<file path="src/cmw_pkg.sv">
// Package of constants for the charger mode and watchdog register block
package cmw_pkg;
  // Register map
  localparam logic [7:0] CMW_OFS_INPUT_SRC  = 8'h00;
  localparam logic [7:0] CMW_OFS_THERM_VOFS = 8'h01;
  localparam logic [7:0] CMW_RST_INPUT_SRC  = 8'h08;
  localparam logic [7:0] CMW_RST_THERM_VOFS = 8'h05;
  // Target address on the serial bus
  localparam logic [6:0] CMW_TARGET_ADDR    = 7'h6a;
  // Field positions
  localparam int CMW_HIZ_BIT     = 7;
  localparam int CMW_EXTPIN_BIT  = 6;
  localparam int CMW_COLD_BIT    = 5;
  // Input current cap scaling in mA
  localparam logic [11:0] CMW_CAP_OFS_MA  = 12'h064;
  localparam logic [11:0] CMW_CAP_STEP_MA = 12'h032;
  // Input voltage floor offset scaling and clamps in mV
  localparam logic [15:0] CMW_VOFS_STEP_MV = 16'h0064;
  localparam logic [15:0] CMW_VFLOOR_MIN_MV = 16'h0f3c;
  localparam logic [15:0] CMW_VFLOOR_MAX_MV = 16'h3bc4;
  localparam logic [15:0] CMW_NOLOAD_HI_MV  = 16'h1770;
  // Boost thermal thresholds in hundredths of a percent
  localparam logic [15:0] CMW_HOT0_CP  = 16'h0d93;
  localparam logic [15:0] CMW_HOT1_CP  = 16'h0ebf;
  localparam logic [15:0] CMW_HOT2_CP  = 16'h0c35;
  localparam logic [15:0] CMW_COLD0_CP = 16'h1e14;
  localparam logic [15:0] CMW_COLD1_CP = 16'h1f40;
  // Safety timer: 12 hours as seconds, with a 1 s tick from sys_clk
  localparam int CMW_CLK_HZ        = 100_000_000;
  localparam int CMW_SAFETY_HOURS  = 12;
  localparam int CMW_SAFETY_S      = CMW_SAFETY_HOURS * 3600;
  localparam int CMW_TICK_CYCLES   = CMW_CLK_HZ;
  // Watchdog period encodings, in seconds
  localparam logic [1:0] CMW_WD_OFF = 2'b00;
  localparam int CMW_WD_S1 = 40;
  localparam int CMW_WD_S2 = 80;
  localparam int CMW_WD_S3 = 160;
  // Operating modes
  typedef enum logic [0:0] {
    CMW_DEFAULT = 1'b0,
    CMW_HOST    = 1'b1
  } cmw_mode_t;
endpackage : cmw_pkg

</file>
<file path="src/cmw_regs.sv">
// Charger mode, watchdog and input-limit register block
// Behaviour
// RL1 - The expired flag is high in default mode and low in host mode.
// RL2 - After power-on reset the block starts in default mode with all registers at defaults.
// RL3 - In default mode a 12-hour safety timer ends charging while the converter keeps running.
// RL4 - Any register write from the host moves the block into host mode.
// RL5 - The host stays in host mode by writing the restart bit in time or by setting the period to 00.
// RL6 - Expiry returns to default mode and resets registers except cap, floor, offset and switch bits; the code restores the HIZ and EXTPIN bits 7:6.
// RL7 - The block answers only to target address 0x6A with a direction bit.
// RL8 - The cap field means 100 mA plus 50 mA per step.
// RL9 - The effective cap is the lower of the register value and the external pin limit.
// RL10 - The cap field is overwritten when source detection finishes.
// RL11 - The floor offset weighs 100 mV per step, default 500 mV.
// RL12 - The floor threshold is clamped between 3.9 V and 15.3 V.
// RL13 - Above 6 V no-load input the offset is doubled.
// RL14 - The hot select decodes to 34.75, 37.75, 31.25 percent or disabled.
// RL15 - The cold select gives 77 percent at zero and 80 percent at one.
// RL16 - The restart bit clears itself after the watchdog is restarted.
// RL17 - The watchdog is a counter restarted by writes, held off at period 00, setting the flag on expiry.
`timescale 1ns/1ps
module cmw_regs
  import cmw_pkg::*;
#(
  parameter int TICK_CYCLES = CMW_TICK_CYCLES,
  parameter int SAFETY_S    = CMW_SAFETY_S
) (
  // Clock and reset
  input  wire logic        sys_clk,
  input  wire logic        arst_n,
  // Register access from the serial target engine
  input  wire logic        bus_valid,
  input  wire logic [6:0]  bus_dev_addr,
  input  wire logic        bus_read,
  input  wire logic [7:0]  bus_reg_addr,
  input  wire logic [7:0]  bus_wdata,
  output logic             bus_ack,
  output logic [7:0]       bus_rdata,
  // Watchdog controls held in later registers
  input  wire logic        timer_restart_bit,
  input  wire logic [1:0]  wd_period_sel,
  // Source detection result
  input  wire logic        detect_done,
  input  wire logic [5:0]  detect_cap_code,
  // Analog inputs, digitised, and the charge request
  input  wire logic [11:0] external_current_cap_pin,
  input  wire logic [15:0] input_supply_rail_noload_mv,
  input  wire logic [15:0] input_voltage_floor_base_mv,
  input  wire logic        charge_request,
  // Status and decoded controls
  output logic             wd_expired,
  output logic             restart_clear,
  output logic             charge_enable,
  output logic             safety_timeout,
  output logic             input_highz_enable,
  output logic [11:0]      eff_cap_ma,
  output logic [15:0]      input_voltage_floor_mv,
  output logic [15:0]      boost_hot_cp,
  output logic             boost_hot_disable,
  output logic [15:0]      boost_cold_cp
);

  cmw_mode_t   mode_r;
  logic [7:0]  src_r;
  logic [7:0]  therm_r;
  logic [31:0] tick_cnt_r;
  logic [31:0] wd_cnt_r;
  logic [31:0] safety_cnt_r;
  logic        safety_done_r;
  logic [7:0]  rdata_r;

  // Period select to seconds
  function automatic logic [31:0] wd_limit(input logic [1:0] sel);
    case (sel)
      2'b01:   wd_limit = 32'(CMW_WD_S1);
      2'b10:   wd_limit = 32'(CMW_WD_S2);
      2'b11:   wd_limit = 32'(CMW_WD_S3);
      default: wd_limit = 32'h0;
    endcase
  endfunction : wd_limit

  // Decode of the access
  wire addr_hit  = bus_valid && (bus_dev_addr == CMW_TARGET_ADDR); // RL7
  wire reg_ok    = (bus_reg_addr == CMW_OFS_INPUT_SRC) || (bus_reg_addr == CMW_OFS_THERM_VOFS);
  wire wr_src    = addr_hit && !bus_read && (bus_reg_addr == CMW_OFS_INPUT_SRC);
  wire wr_therm  = addr_hit && !bus_read && (bus_reg_addr == CMW_OFS_THERM_VOFS);
  wire any_write = addr_hit && !bus_read && reg_ok;
  wire tick      = (tick_cnt_r == 32'(TICK_CYCLES - 1));
  wire wd_on     = (wd_period_sel != CMW_WD_OFF); // RL17
  wire restart   = any_write || timer_restart_bit; // RL5
  wire expire    = (mode_r == CMW_HOST) && wd_on && tick && !restart
                   && (wd_cnt_r + 32'h1 >= wd_limit(wd_period_sel)); // RL17

  // Unknown register offsets are refused
  assign bus_ack       = addr_hit && reg_ok;
  assign bus_rdata     = rdata_r;
  assign wd_expired    = (mode_r == CMW_DEFAULT); // RL1
  assign restart_clear = timer_restart_bit; // RL16
  assign input_highz_enable = src_r[CMW_HIZ_BIT];

  // Effective cap: register value against the pin when enabled
  wire [11:0] reg_cap_ma = CMW_CAP_OFS_MA + 12'(src_r[5:0]) * CMW_CAP_STEP_MA; // RL8
  wire        pin_lower  = src_r[CMW_EXTPIN_BIT] && (external_current_cap_pin < reg_cap_ma);
  assign eff_cap_ma = pin_lower ? external_current_cap_pin : reg_cap_ma; // RL9

  // Floor threshold with offset scaling and clamps
  wire [15:0] ofs_mv   = 16'(therm_r[4:0]) * CMW_VOFS_STEP_MV; // RL11
  wire [15:0] ofs_used = (input_supply_rail_noload_mv > CMW_NOLOAD_HI_MV) ? 16'(ofs_mv << 1) : ofs_mv; // RL13
  wire [15:0] raw_fl   = input_voltage_floor_base_mv + ofs_used;
  assign input_voltage_floor_mv = (raw_fl < CMW_VFLOOR_MIN_MV) ? CMW_VFLOOR_MIN_MV :
                                  (raw_fl > CMW_VFLOOR_MAX_MV) ? CMW_VFLOOR_MAX_MV : raw_fl; // RL12

  // Boost thermal thresholds
  assign boost_hot_cp = (therm_r[7:6] == 2'b01) ? CMW_HOT1_CP :
                        (therm_r[7:6] == 2'b10) ? CMW_HOT2_CP : CMW_HOT0_CP; // RL14
  assign boost_hot_disable = (therm_r[7:6] == 2'b11); // RL14
  assign boost_cold_cp = therm_r[CMW_COLD_BIT] ? CMW_COLD1_CP : CMW_COLD0_CP; // RL15

  // Charging stops at the safety timeout in default mode only
  assign safety_timeout = safety_done_r;
  assign charge_enable  = charge_request && !safety_done_r; // RL3

  // One-second tick divider
  always_ff @(posedge sys_clk or negedge arst_n) begin
    if (!arst_n) begin
      tick_cnt_r <= 32'h0;
    end else begin
      tick_cnt_r <= tick ? 32'h0 : tick_cnt_r + 32'h1;
    end
  end

  // Mode and watchdog counter
  always_ff @(posedge sys_clk or negedge arst_n) begin
    if (!arst_n) begin
      mode_r   <= CMW_DEFAULT; // RL2
      wd_cnt_r <= 32'h0;
    end else begin
      if (any_write) begin
        mode_r <= CMW_HOST; // RL4
      end else if (expire) begin
        mode_r <= CMW_DEFAULT; // RL6
      end
      if (restart || !wd_on || mode_r == CMW_DEFAULT) begin
        wd_cnt_r <= 32'h0; // RL17
      end else if (tick) begin
        wd_cnt_r <= wd_cnt_r + 32'h1;
      end
    end
  end

  // Safety timer runs while charging in default mode
  always_ff @(posedge sys_clk or negedge arst_n) begin
    if (!arst_n) begin
      safety_cnt_r  <= 32'h0;
      safety_done_r <= 1'b0;
    end else if (mode_r != CMW_DEFAULT || !charge_request) begin
      safety_cnt_r  <= 32'h0;
      safety_done_r <= 1'b0;
    end else if (tick && !safety_done_r) begin
      safety_cnt_r  <= safety_cnt_r + 32'h1;
      safety_done_r <= (safety_cnt_r + 32'h1 >= 32'(SAFETY_S)); // RL3
    end
  end

  // Register storage; expiry keeps cap and offset, restores the rest
  always_ff @(posedge sys_clk or negedge arst_n) begin
    if (!arst_n) begin
      src_r   <= CMW_RST_INPUT_SRC; // RL2
      therm_r <= CMW_RST_THERM_VOFS;
    end else begin
      // Detection owns the cap bits only, so expiry must still restore 7:6 in the same cycle
      if (wr_src) begin
        src_r <= bus_wdata;
      end else begin
        if (detect_done) begin
          src_r[5:0] <= detect_cap_code; // RL10
        end
        if (expire) begin
          src_r[7:6] <= CMW_RST_INPUT_SRC[7:6]; // RL6
        end
      end
      if (wr_therm) begin
        therm_r <= bus_wdata;
      end else if (expire) begin
        therm_r[7:5] <= CMW_RST_THERM_VOFS[7:5]; // RL6
      end
    end
  end

  // Read data captured at the access
  always_ff @(posedge sys_clk or negedge arst_n) begin
    if (!arst_n) begin
      rdata_r <= 8'h00;
    end else if (addr_hit && bus_read) begin
      rdata_r <= (bus_reg_addr == CMW_OFS_INPUT_SRC) ? src_r :
                 (bus_reg_addr == CMW_OFS_THERM_VOFS) ? therm_r : 8'hff;
    end
  end

  // Checks
  property p_flag_mode;
    @(posedge sys_clk) disable iff (!arst_n) $changed(wd_expired) |-> $past(any_write) || $past(expire);
  endproperty
  a_flag_mode: assert property (p_flag_mode) else $error("flag disagrees with mode"); // RL1

  property p_write_host;
    @(posedge sys_clk) disable iff (!arst_n) any_write |=> !wd_expired;
  endproperty
  a_write_host: assert property (p_write_host) else $error("write did not enter host mode"); // RL4

  property p_expire_default;
    @(posedge sys_clk) disable iff (!arst_n) expire |=> wd_expired && therm_r[7:5] == 3'b000;
  endproperty
  a_expire_default: assert property (p_expire_default) else $error("expiry did not restore"); // RL6

  property p_keep_cap;
    @(posedge sys_clk) disable iff (!arst_n) expire && !wr_src && !detect_done |=> $stable(src_r[5:0]);
  endproperty
  a_keep_cap: assert property (p_keep_cap) else $error("cap lost on expiry"); // RL6

  property p_cap_min;
    @(posedge sys_clk) disable iff (!arst_n) eff_cap_ma <= reg_cap_ma;
  endproperty
  a_cap_min: assert property (p_cap_min) else $error("cap above register value"); // RL9

  property p_floor_clamp;
    @(posedge sys_clk) disable iff (!arst_n)
      input_voltage_floor_mv >= CMW_VFLOOR_MIN_MV && input_voltage_floor_mv <= CMW_VFLOOR_MAX_MV;
  endproperty
  a_floor_clamp: assert property (p_floor_clamp) else $error("floor out of range"); // RL12

  property p_detect;
    @(posedge sys_clk) disable iff (!arst_n) detect_done && !wr_src |=> src_r[5:0] == $past(detect_cap_code);
  endproperty
  a_detect: assert property (p_detect) else $error("cap not updated by detection"); // RL10

  property p_wd_off;
    @(posedge sys_clk) disable iff (!arst_n) !wd_on && !wd_expired |=> !wd_expired;
  endproperty
  a_wd_off: assert property (p_wd_off) else $error("expiry while disabled"); // RL17

  property p_cold;
    @(posedge sys_clk) disable iff (!arst_n) therm_r[CMW_COLD_BIT] |-> boost_cold_cp == CMW_COLD1_CP;
  endproperty
  a_cold: assert property (p_cold) else $error("cold threshold wrong"); // RL15

endmodule : cmw_regs

</file>
<file path="config.mk">
export PLATFORM = sky130hd
export DESIGN_NAME = cmw_regs
export DESIGN_NICKNAME = d
export VERILOG_FILES = /design/src/cmw_pkg.sv /design/src/cmw_regs.sv
export SDC_FILE = /design/constraint.sdc
export NUM_CORES = 1
export LEC_CHECK = 0
export BUFFER_PORTS_ARGS = -buffer_cell sky130_fd_sc_hd__clkbuf_2
export CORE_ASPECT_RATIO = 1.25
export CORE_UTILIZATION = 58
export CTS_CLUSTER_SIZE = 14
export DETAILED_ROUTE_END_ITERATION = 10
export PLACE_DENSITY = 0.92
export RECOVER_POWER = 50
export SYNTH_ARGS = -nofsm -noshare
export SYNTH_HDL_FRONTEND = slang
export SYNTH_SLANG_ARGS = --single-unit
</file>
<file path="constraint.sdc">
create_clock -name sys_clk -period 5.6 [get_ports sys_clk]
set_clock_uncertainty 0.1 [all_clocks]
set_input_delay 0.28 -clock sys_clk [delete_from_list [all_inputs] [get_ports sys_clk]]
set_output_delay 0.28 -clock sys_clk [all_outputs]
set_load 0.05 [all_outputs]
</file>
==> Yosys cells after proc, flatten, opt, wreduce, memory -nomap -nowiden <==
Cells that the tools add are included.
{ "word_totals": {"regBits": 122, "in_bits": 82, "output_inout_bits": 75, "wordCells": 89} }
{ "op_classes": {"n_addsub": 5, "multipliers": 2, "magnitude_cmp": 6, "n_eq_ne": 9, "n_mux": 24, "n_bitwise": 1, "n_reduce_logical": 32} }
{ "ops": {"columns": ["cell", "n"], "rows": [
  ["$mux W32", 5],
  ["$add A32 B1 Y32 const B", 3],
  ["$eq A32 B27 Y1 const B", 1],
  ["$ge A32 B16 Y1 const B", 1],
  ["$ge A32 B32 Y1", 1],
  ["$mux W16", 2],
  ["$mux W8", 3],
  ["$pmux W8 S3", 1],
  ["$mux W9", 2],
  ["$add A16 B13 Y16", 1],
  ["$gt A16 B13 Y1 const B", 1],
  ["$gt A16 B14 Y1 const B", 1],
  ["$lt A16 B12 Y1 const B", 1],
  ["$logic_and A1 B1 Y1", 14],
  ["$reduce_bool A2 Y1", 7],
  ["$mux W13", 1],
  ["$add A7 B12 Y12 const A", 1],
  ["$lt A12 B12 Y1", 1],
  ["$mux W12", 1],
  ["$mul A6 B5 Y11 const B", 1],
  ["$mul A5 B5 Y10 const B", 1],
  ["$mux W10", 1],
  ["$eq A2 B2 Y1 const B", 4],
  ["$eq A8 B1 Y1 const B", 1],
  ["other kinds (10)", 23]
]} }

==> Depth between registers and ports, before layout <==
Gate-level depths: netlist (run 1).
{ "depth": {"word_depth": 10, "ltp_mapped": 20} }

==> Least setup slack after synthesis (run 1) <==
OpenSTA, ideal clock, no wires.
{ "synth_path": {"kind": "input to output", "startpoint": "in input_supply_rail_noload_mv[0]", "endpoint": "out input_voltage_floor_mv[0]", "arrival_ns": 5.444, "path_slack_ns": -0.224, "cell_stages": 15, "n_path_buf": 2, "path_cell_list": "or4_1 > a41o_1 > a41o_1 > a2111oi_2 > buf_4 > mux2_2 > fa_1 > a211o_1 > a32o_1 > a211oi_1 > nor4b_1 > a211o_1 > a32o_1 > clkbuf_1 > nor3b_1"} }
{ "synth_via": {"elab_chain_len": 6, "word_cells_on_any_way": 7} }
{ "synth_rtl": {"columns": ["element", "line", "rtl"], "rows": [
  ["from (decl)", "cmw_regs.sv:46", "input wire logic [15:0] input_supply_rail_noload_mv,"],
  ["$gt A16 B13 Y1 *", "cmw_regs.sv:107", "wire [15:0] ofs_used = (input_supply_rail_noload_mv > CMW_NOLOAD_HI_MV) ? 16'(ofs_mv << 1) : ofs_mv;"],
  ["$mux W13 *", "cmw_regs.sv:107", null],
  ["$add A16 B13 Y16 *", "cmw_regs.sv:108", "wire [15:0] raw_fl = input_voltage_floor_base_mv + ofs_used;"],
  ["$gt A16 B14 Y1", "cmw_regs.sv:110", "(raw_fl > CMW_VFLOOR_MAX_MV) ? CMW_VFLOOR_MAX_MV : raw_fl;"],
  ["$mux W16", "cmw_regs.sv:110", null],
  ["$mux W16 *", "cmw_regs.sv:109", "assign input_voltage_floor_mv = (raw_fl < CMW_VFLOOR_MIN_MV) ? CMW_VFLOOR_MIN_MV :"],
  ["to (decl)", "cmw_regs.sv:56", "output logic [15:0] input_voltage_floor_mv,"]
]} }
Mark *: on every way between the ends. The rest lies on a longest branch, timed or not.

==> Worst setup path in the final report (run 1) <==
{ "layout_path": {"startpoint": "reg therm_r[2]", "endpoint": "out input_voltage_floor_mv[2]"} }
{ "layout_via": {"elab_chain_len": 6, "word_cells_on_any_way": 7} }
{ "layout_rtl": {"columns": ["element", "line", "rtl"], "rows": [
  ["from (decl)", "cmw_regs.sv:64", "logic [7:0] therm_r;"],
  ["from (signal assigned)", "cmw_regs.sv:182", "therm_r <= bus_wdata;"],
  ["$mul A5 B5 Y10 *", "cmw_regs.sv:106", "wire [15:0] ofs_mv = 16'(therm_r[4:0]) * CMW_VOFS_STEP_MV;"],
  ["$mux W13 *", "cmw_regs.sv:107", null],
  ["$add A16 B13 Y16 *", "cmw_regs.sv:108", null],
  ["$gt A16 B14 Y1", "cmw_regs.sv:110", null],
  ["$mux W16", "cmw_regs.sv:110", null],
  ["$mux W16 *", "cmw_regs.sv:109", null]
]} }
Marked as above.

==> flow_metrics.py, run 1 <==
metrics = {
    "sta": {
        "rsz0062_at_grt": "yes",
        "finalHoldViolCount": 0,
        "fmax_ghz": 0.180,
        "period_minus_slack_ns": 5.56,
        "finalSetupViolations": 0,
        "maxSlewViolCount": 70,
        "fin_crit_sh_pct": 99.3,
        "tightest_slew_ns": 3.69,
        "relSlewSlack_pct": -146,
    },
    "placement": {
        "gp_congestion": 0.907,
        "dp_hpwl_um": 17800,
        "io_buffers": 133,
        "dpl_cell_area_mm2": 0.0105,
    },
    "drt": {
        "top_layer": "met4",
        "vias_per_cell": 6.12,
        "drc_errors": 0,
        "ant_nets": 0,
        "wl_per_cell_um": 17.0,
        "drtIter0Drc": 690,
        "drtPass1Iterations": 5,
        "vias": 9100,
        "wl_met3_um": 1680,
        "wl_um": 25300,
        "met2_length_um": 13000,
        "wl_met1_um": 9700,
    },
    "job": {
        "cap_violations": 1,
    },
    "pwr": {
        "p_per_area_mw_per_mm2": 264,
        "ir_worst_vdd_mv": 0.412,
        "finalPower_mw": 2.99,
        "leakage_nw": 4.96,
    },
    "logic_synthesis": {
        "syn_area_per_cell_um2": 8.61,
        "synth_edf_count": 0,
        "synth_area_mm2": 0.00982,
        "synth_cell_type_count": 83,
        "synth_seq_cells": 122,
        "synth_common_cells": "nor2_1 (135), dfrtp_1 (119), nand2_1 (83), ha_1 (74), xnor2_1 (74)",
        "yosysWarningCount": 0,
        "synth.most_common_cell": "nor2_1",
        "synthesis.instances": 1141,
        "synth_top_cell_by_area": "dfrtp_1",
        "ys.flop_type": "dfrtp_1",
        "synthTopCellsByArea": "dfrtp_1 (30%), ha_1 (9.4%), xnor2_1 (6.6%), nor2_1 (5.2%), xor2_1 (4.3%)",
        "seq_area_frac_synth_pct": 31.1,
        "async_flop_share_pct": 100,
        "post-synth-top-area-fraction_pct": 30.3,
    },
    "hold_path": {
        "min_from": "bus_wdata[1]",
        "holdCritPathClass": "in -> reg",
    },
    "global_routing": {
        "grt_max_degree": 70,
        "grt_remaining_overflow": 0,
        "grtUsageTotal_pct": 29.2,
        "grt_pass1_wl_um": 41300,
        "antenna_found_initial": 0,
        "grt_pass1_vias": 8896,
    },
    "final_layout": {
        "drive_gt1_share_pct": 17.5,
        "antenna_cells": 0,
        "fin_nets": 1418,
        "design_area_mm2": 0.0113,
        "fin_util_pct": 68.9,
        "area_growth_pct": 15.0,
    },
    "critical_path": {
        "r2r_setup_slack_ns": 2.09,
        "max_stage_delay_ns": 0.60,
        "startpoint": "therm_r[2]",
        "critPathCapture": "input_voltage_floor_mv[2]",
        "cp_max_fo": 6,
        "crit_path_start_kind": "register",
        "crit_chain": "ha_1 > ha_4 > ha_1 > a21oi_1 > nor2b_1 > a21o_1 > a21oi_2 > xor2_1 > mux2i_1 > ha_1 > and3_4 > nand3_1 > a31oi_2 > or2_2 > a211o_1 > a32o_2 > or3b_1 > buf_4",
        "critPathKind": "reg -> out",
        "cp.arrival_ns": 5.18,
        "crit_top_cell": "ha_1",
        "slowest_stage": "dfstp_2",
        "endpoint_kind": "primary output",
        "r2r-start": "wd_cnt_r[0]",
        "reg2reg_depth": 12,
        "crit_required_ns": 5.22,
        "worstReg2RegEnd": "mode_r",
    },
    "floorplan": {
        "initial_utilization_pct": 59.9,
        "io_pins": 157,
        "die_h_um": 147,
        "fp.coreArea_mm2": 0.0164,
        "die_area_mm2": 0.0175,
        "placementRows": 52,
        "die_w_um": 118,
    },
    "clock_tree": {
        "tritoncts": "yes",
        "clkSinkCount": 122,
        "cts_buffer_depth": 2,
        "numCtsBuffers": 17,
        "clock_latency_ns": 0.43,
        "cts_htree_levels": 4,
        "cts_root_buffer": "clkbuf_16",
        "clk_pin_slew_ns": 0.07,
    },
    "status": {
        "outcome": "complete, but fails checks",
        "failed_checks": "capacitance limit, slew limit",
    },
}
-- critical path, delay by kind of cell (launching register included) --
kind            cells  cell delay [ns]
compound gates      6             1.30
fa+ha+maj           4             1.19
simple gates        5             1.13
flops               1             0.60
buf+inv             1             0.20
xor+xnor            1             0.19
mux                 1             0.14
-- layer usage --
layer	track usage (%)	vias up
met5	0	-
met4	14.4	0
met3	4.94	88
met2	52.6	436
met1	33.4	4339
li1	-	4237
-- repair_timing --
item,in CTS,in global routing
pin swaps,2,4
endpoints found under the setup margin,23,24
gates resized for setup,11,34
buffers inserted,3,2
endpoints found under the hold margin,71,0
hold buffers,6,0
cloned,0,2
-- how the worst min path moves through the flow --
stage,end,slack [ns],cells past startpoint
final,src_r[1],0.02,3
after global routing,src_r[1],0.03,3
after CTS,src_r[1],0.01,3
after detailed placement,safety_cnt_r[26],0.35,1
after global placement,tick_cnt_r[0],0.33,1
after floorplan,bus_rdata[0],-0.12,0
-- report_power, final --
| group | total, mW | internal, mW | switching, mW |
|---|---|---|---|
| Sequential | 0.904 | 0.892 | 0.0117 |
| Clock | 1.10 | 0.662 | 0.441 |
| Combinational | 0.979 | 0.311 | 0.668 |
-- sequential cells by signal (all words and copies together) (netlist names) --
signal,flops
src_r,8
safety_timeout,1
safety_cnt_r,32
bus_rdata,8
mode_r,1
tick_cnt_r,32
wd_cnt_r,32
therm_r,8
-- metrics by stage --
step,cells,hold WS [ns],worst slack (ns),TNS [ns]
final,1488,0.0223,0.0405,0
after global routing,1488,0.0265,-0.177,-0.974
after CTS,1484,0.0111,0.00723,0
after detailed placement,1443,0.347,0.181,0
after global placement,1443,0.335,0.290,0
after floorplan,1162,-0.116,0.156,0
-- final cells by class --
| type | instances | area [um2] |
|---|---|---|
| Multi-Input combinational cell | 912 | 6350 |
| Tap cell | 216 | 270 |
| Clock buffer | 17 | 425 |
| Sequential cell | 122 | 3060 |
| Fill cell | 1177 | 5100 |
| Clock inverter | 15 | 165 |
| Inverter | 50 | 188 |
| Timing Repair Buffer | 156 | 842 |
-- kinds of logic after synthesis --
| group | share of synthesized area (%) |
|---|---|
| simple gates | 25.4 |
| compound gates | 11.8 |
| buf+inv | 6.34 |
| xor+xnor | 10.9 |
| flops | 31.1 |
| fa+ha+maj | 10.0 |
| mux | 4.36 |
| other cells | 0.0765 |
-- placed cells by master, fill, tap and decap left out, types with 15 or more instances in the layout --
| cell type | instances |
|---|---|
| or3_1 | 15 |
| and3_1 | 17 |
| nor2_1 | 135 |
| dfrtp_1 | 117 |
| nand2_1 | 83 |
| nand4_1 | 36 |
| clkbuf_1 | 27 |
| o21ai_0 | 39 |
| nor4_1 | 17 |
| mux2i_1 | 27 |
| ha_1 | 70 |
| a21oi_1 | 32 |
| nor3_1 | 30 |
| a211oi_1 | 15 |
| inv_1 | 50 |
| clkbuf_16 | 17 |
| clkbuf_2 | 96 |
| xnor2_1 | 73 |
| xor2_1 | 48 |
| nand3_1 | 57 |
| conb_1 | 23 |
No activity file was read; power rests on OpenSTA's default activity.
==> run 2: changes to the inputs <==
--- a/config.mk
+++ b/config.mk
@@ -5,12 +5,12 @@
 export SDC_FILE = /design/constraint.sdc
 export NUM_CORES = 1
 export LEC_CHECK = 0
-export BUFFER_PORTS_ARGS = -buffer_cell sky130_fd_sc_hd__clkbuf_2
 export CORE_ASPECT_RATIO = 1.25
-export CORE_UTILIZATION = 58
+export CORE_UTILIZATION = 60
 export CTS_CLUSTER_SIZE = 14
 export DETAILED_ROUTE_END_ITERATION = 10
-export PLACE_DENSITY = 0.92
+export DONT_BUFFER_PORTS = 1
+export PLACE_DENSITY = 0.87
 export RECOVER_POWER = 50
 export SYNTH_ARGS = -nofsm -noshare
 export SYNTH_HDL_FRONTEND = slang
==> run 2 against run 1 <==
Effect of this change: the run ends with capacitance limit, slew limit, setup timing left; highest routed layer unchanged; first-iteration DRC count is 40% higher; critical path type unchanged; critical path depth unchanged; utilization up 2.0 points.
==> flow_metrics.py, run 2 (same netlist as run 1, synthesis figures left out) <==
metrics = {
    "pwr": {
        "p_sw_mw": 1.11,
        "p_sw_share_pct": 37.3,
        "p_per_area_mw_per_mm2": 267,
        "ir_worst_vdd_mv": 0.277,
        "p_comb_share_pct": 33.2,
        "clockPowerShare_pct": 35.7,
        "leakage_nw": 4.73,
        "finalPower_mw": 2.98,
        "pwr-share-seq_pct": 31.0,
        "intPower_mw": 1.87,
    },
    "floorplan": {
        "initial_utilization_pct": 62.3,
        "placementRows": 51,
        "die_h_um": 145,
        "die_area_mm2": 0.0169,
        "io_pins": 157,
        "fp.coreArea_mm2": 0.0158,
        "die_w_um": 116,
    },
    "clock_tree": {
        "cts_htree_levels": 4,
        "tritoncts": "yes",
        "cts_buffer_depth": 2,
        "clkSinkCount": 122,
        "clock_latency_ns": 0.43,
        "clk_pin_slew_ns": 0.06,
        "cts_root_buffer": "clkbuf_16",
        "numCtsBuffers": 17,
    },
    "global_routing": {
        "grtUsageTotal_pct": 30.5,
        "grt_remaining_overflow": 0,
        "grt_max_degree": 123,
        "antenna_found_initial": 0,
        "grt_pass1_wl_um": 40700,
        "grt_pass1_vias": 8411,
    },
    "sta": {
        "worst_slack_ns": -0.300,
        "period_minus_slack_ns": 5.90,
        "maxSlewViolCount": 123,
        "fin_crit_sh_pct": 105,
        "tightest_slew_ns": 2.95,
        "finalSetupViolations": 11,
        "finalHoldViolCount": 0,
        "worst_hold_slack_ns": 0.0626,
        "relSlewSlack_pct": -96.9,
        "fmax_ghz": 0.169,
    },
    "placement": {
        "dp_hpwl_um": 17000,
        "gp_congestion": 0.945,
        "dpl_cell_area_mm2": 0.00999,
        "io_buffers": 0,
        "pre_cts_ws_ns": 0.149,
    },
    "hold_path": {
        "worstHoldPathCells": 3,
        "hold_end": "bus_rdata[4]",
        "holdCritPathClass": "in -> reg",
        "min_from": "bus_reg_addr[0]",
    },
    "final_layout": {
        "drive_gt1_share_pct": 14.2,
        "area_growth_pct": 13.8,
        "reg_top3": "safety_cnt_r: 32 flops, tick_cnt_r: 32 flops, wd_cnt_r: 32 flops",
        "antenna_cells": 0,
        "design_area_mm2": 0.0112,
        "fin_util_pct": 70.9,
        "fin_nets": 1329,
        "layout_common_cells": "nor2_1 (134), dfrtp_1 (117), nand2_1 (83), xnor2_1 (73), ha_1 (65)",
        "final_common_cell": "nor2_1",
    },
    "critical_path": {
        "critPathKind": "reg -> out",
        "crit_chain": "ha_1 > ha_4 > ha_1 > a21oi_1 > nor2b_1 > a21o_1 > a21oi_2 > xor2_2 > mux2i_4 > ha_4 > nand2_1 > o21ai_0 > a211oi_1 > a31o_2 > a211o_1 > a32o_2 > or3b_1 > buf_6",
        "endpoint_kind": "primary output",
        "critPathBufInv": 1,
        "crit_required_ns": 5.22,
        "slowest_stage": "dfstp_2",
        "reg2reg_depth": 12,
        "cp_max_fo": 5,
        "max_stage_delay_ns": 0.58,
        "worstReg2RegEnd": "therm_r[7]",
        "crit_path_start_kind": "register",
        "r2r-start": "wd_cnt_r[0]",
        "r2r_setup_slack_ns": 2.00,
        "crit_family": "compound AO/OA/AOI/OAI gates",
        "cp.arrival_ns": 5.52,
    },
    "drt": {
        "ant_nets": 0,
        "wl_um": 27000,
        "drtIter0Drc": 964,
        "drc_errors": 0,
        "drtPass1Iterations": 6,
        "wl_per_cell_um": 19.4,
        "vias_per_cell": 6.36,
        "vias": 8877,
    },
    "job": {
        "cap_violations": 1,
    },
    "status": {
        "failed_checks": "capacitance limit, slew limit, setup timing",
        "outcome": "complete, but fails checks",
    },
}
-- run 2: stage by stage --
| step | std cells | setup TNS [ns] |
|---|---|---|
| detailed placement | 1324 | 0 |
| CTS | 1379 | 0 |
| finish | 1395 | -2.33 |
| floorplan | 1162 | 0 |
| global route | 1395 | -4.15 |
| global placement | 1324 | 0 |
-- run 2: metal layers --
metal  wire length [um]  share of wire, %  vias to the layer above  track usage (%)
met1               9890                37                     4235             35.6
li1                   -                 -                     4064                -
met5                  0                 0                        -                0
met4               1290               4.8                        0             16.0
met3               2400               8.9                      122             8.15
met2              13400                50                      456             50.4
-- run 2: worst max-delay path by stage --
stage	start	to	slack [ns]	cells after the start
floorplan	input_supply_rail_noload_mv[0]	input_voltage_floor_mv[10]	0.16	15
global placement	input_supply_rail_noload_mv[0]	input_voltage_floor_mv[2]	0.21	15
detailed placement	input_supply_rail_noload_mv[0]	input_voltage_floor_mv[2]	0.15	15
CTS	therm_r[2]	input_voltage_floor_mv[2]	0.008	18
global route	therm_r[0]	input_voltage_floor_mv[8]	-0.49	18
finish	therm_r[2]	input_voltage_floor_mv[2]	-0.30	18
-- run 2: what timing repair did --
item,4_1_cts,5_1_grt
resized for setup,8,42
endpoints found under the hold margin,137,0
hold buffers,16,0
cloned,0,2
setup buffers,7,14
endpoints found under the setup margin,20,23
pin swaps,2,10
-- run 2: layout make-up --
cell class / count / area (um2)
inverters: 50 / 188
repair buffers: 67 / 578
clock inverters: 13 / 120
clock buffers: 19 / 453
flip-flops and latches: 122 / 3060
multi-input cells: 912 / 6510
well taps: 212 / 265
fillers: 1066 / 4590
-- run 2: tightest hold or removal path, delay by kind of cell --
kind / cells / cell delay (ns)
AND/OR/NAND/NOR: 1 / 0.10
AO/OA/AOI/OAI: 2 / 0.17
-- run 2: power groups by stage --
stage,sequential [mW],clock [mW],combinational [mW]
after global routing,0.925,1.11,1.06
after detailed placement,0.938,0,0.879
after CTS,0.923,1.06,0.923
after global placement,0.938,0,0.857
after floorplan,0.932,0,0.697
final,0.925,1.07,0.991
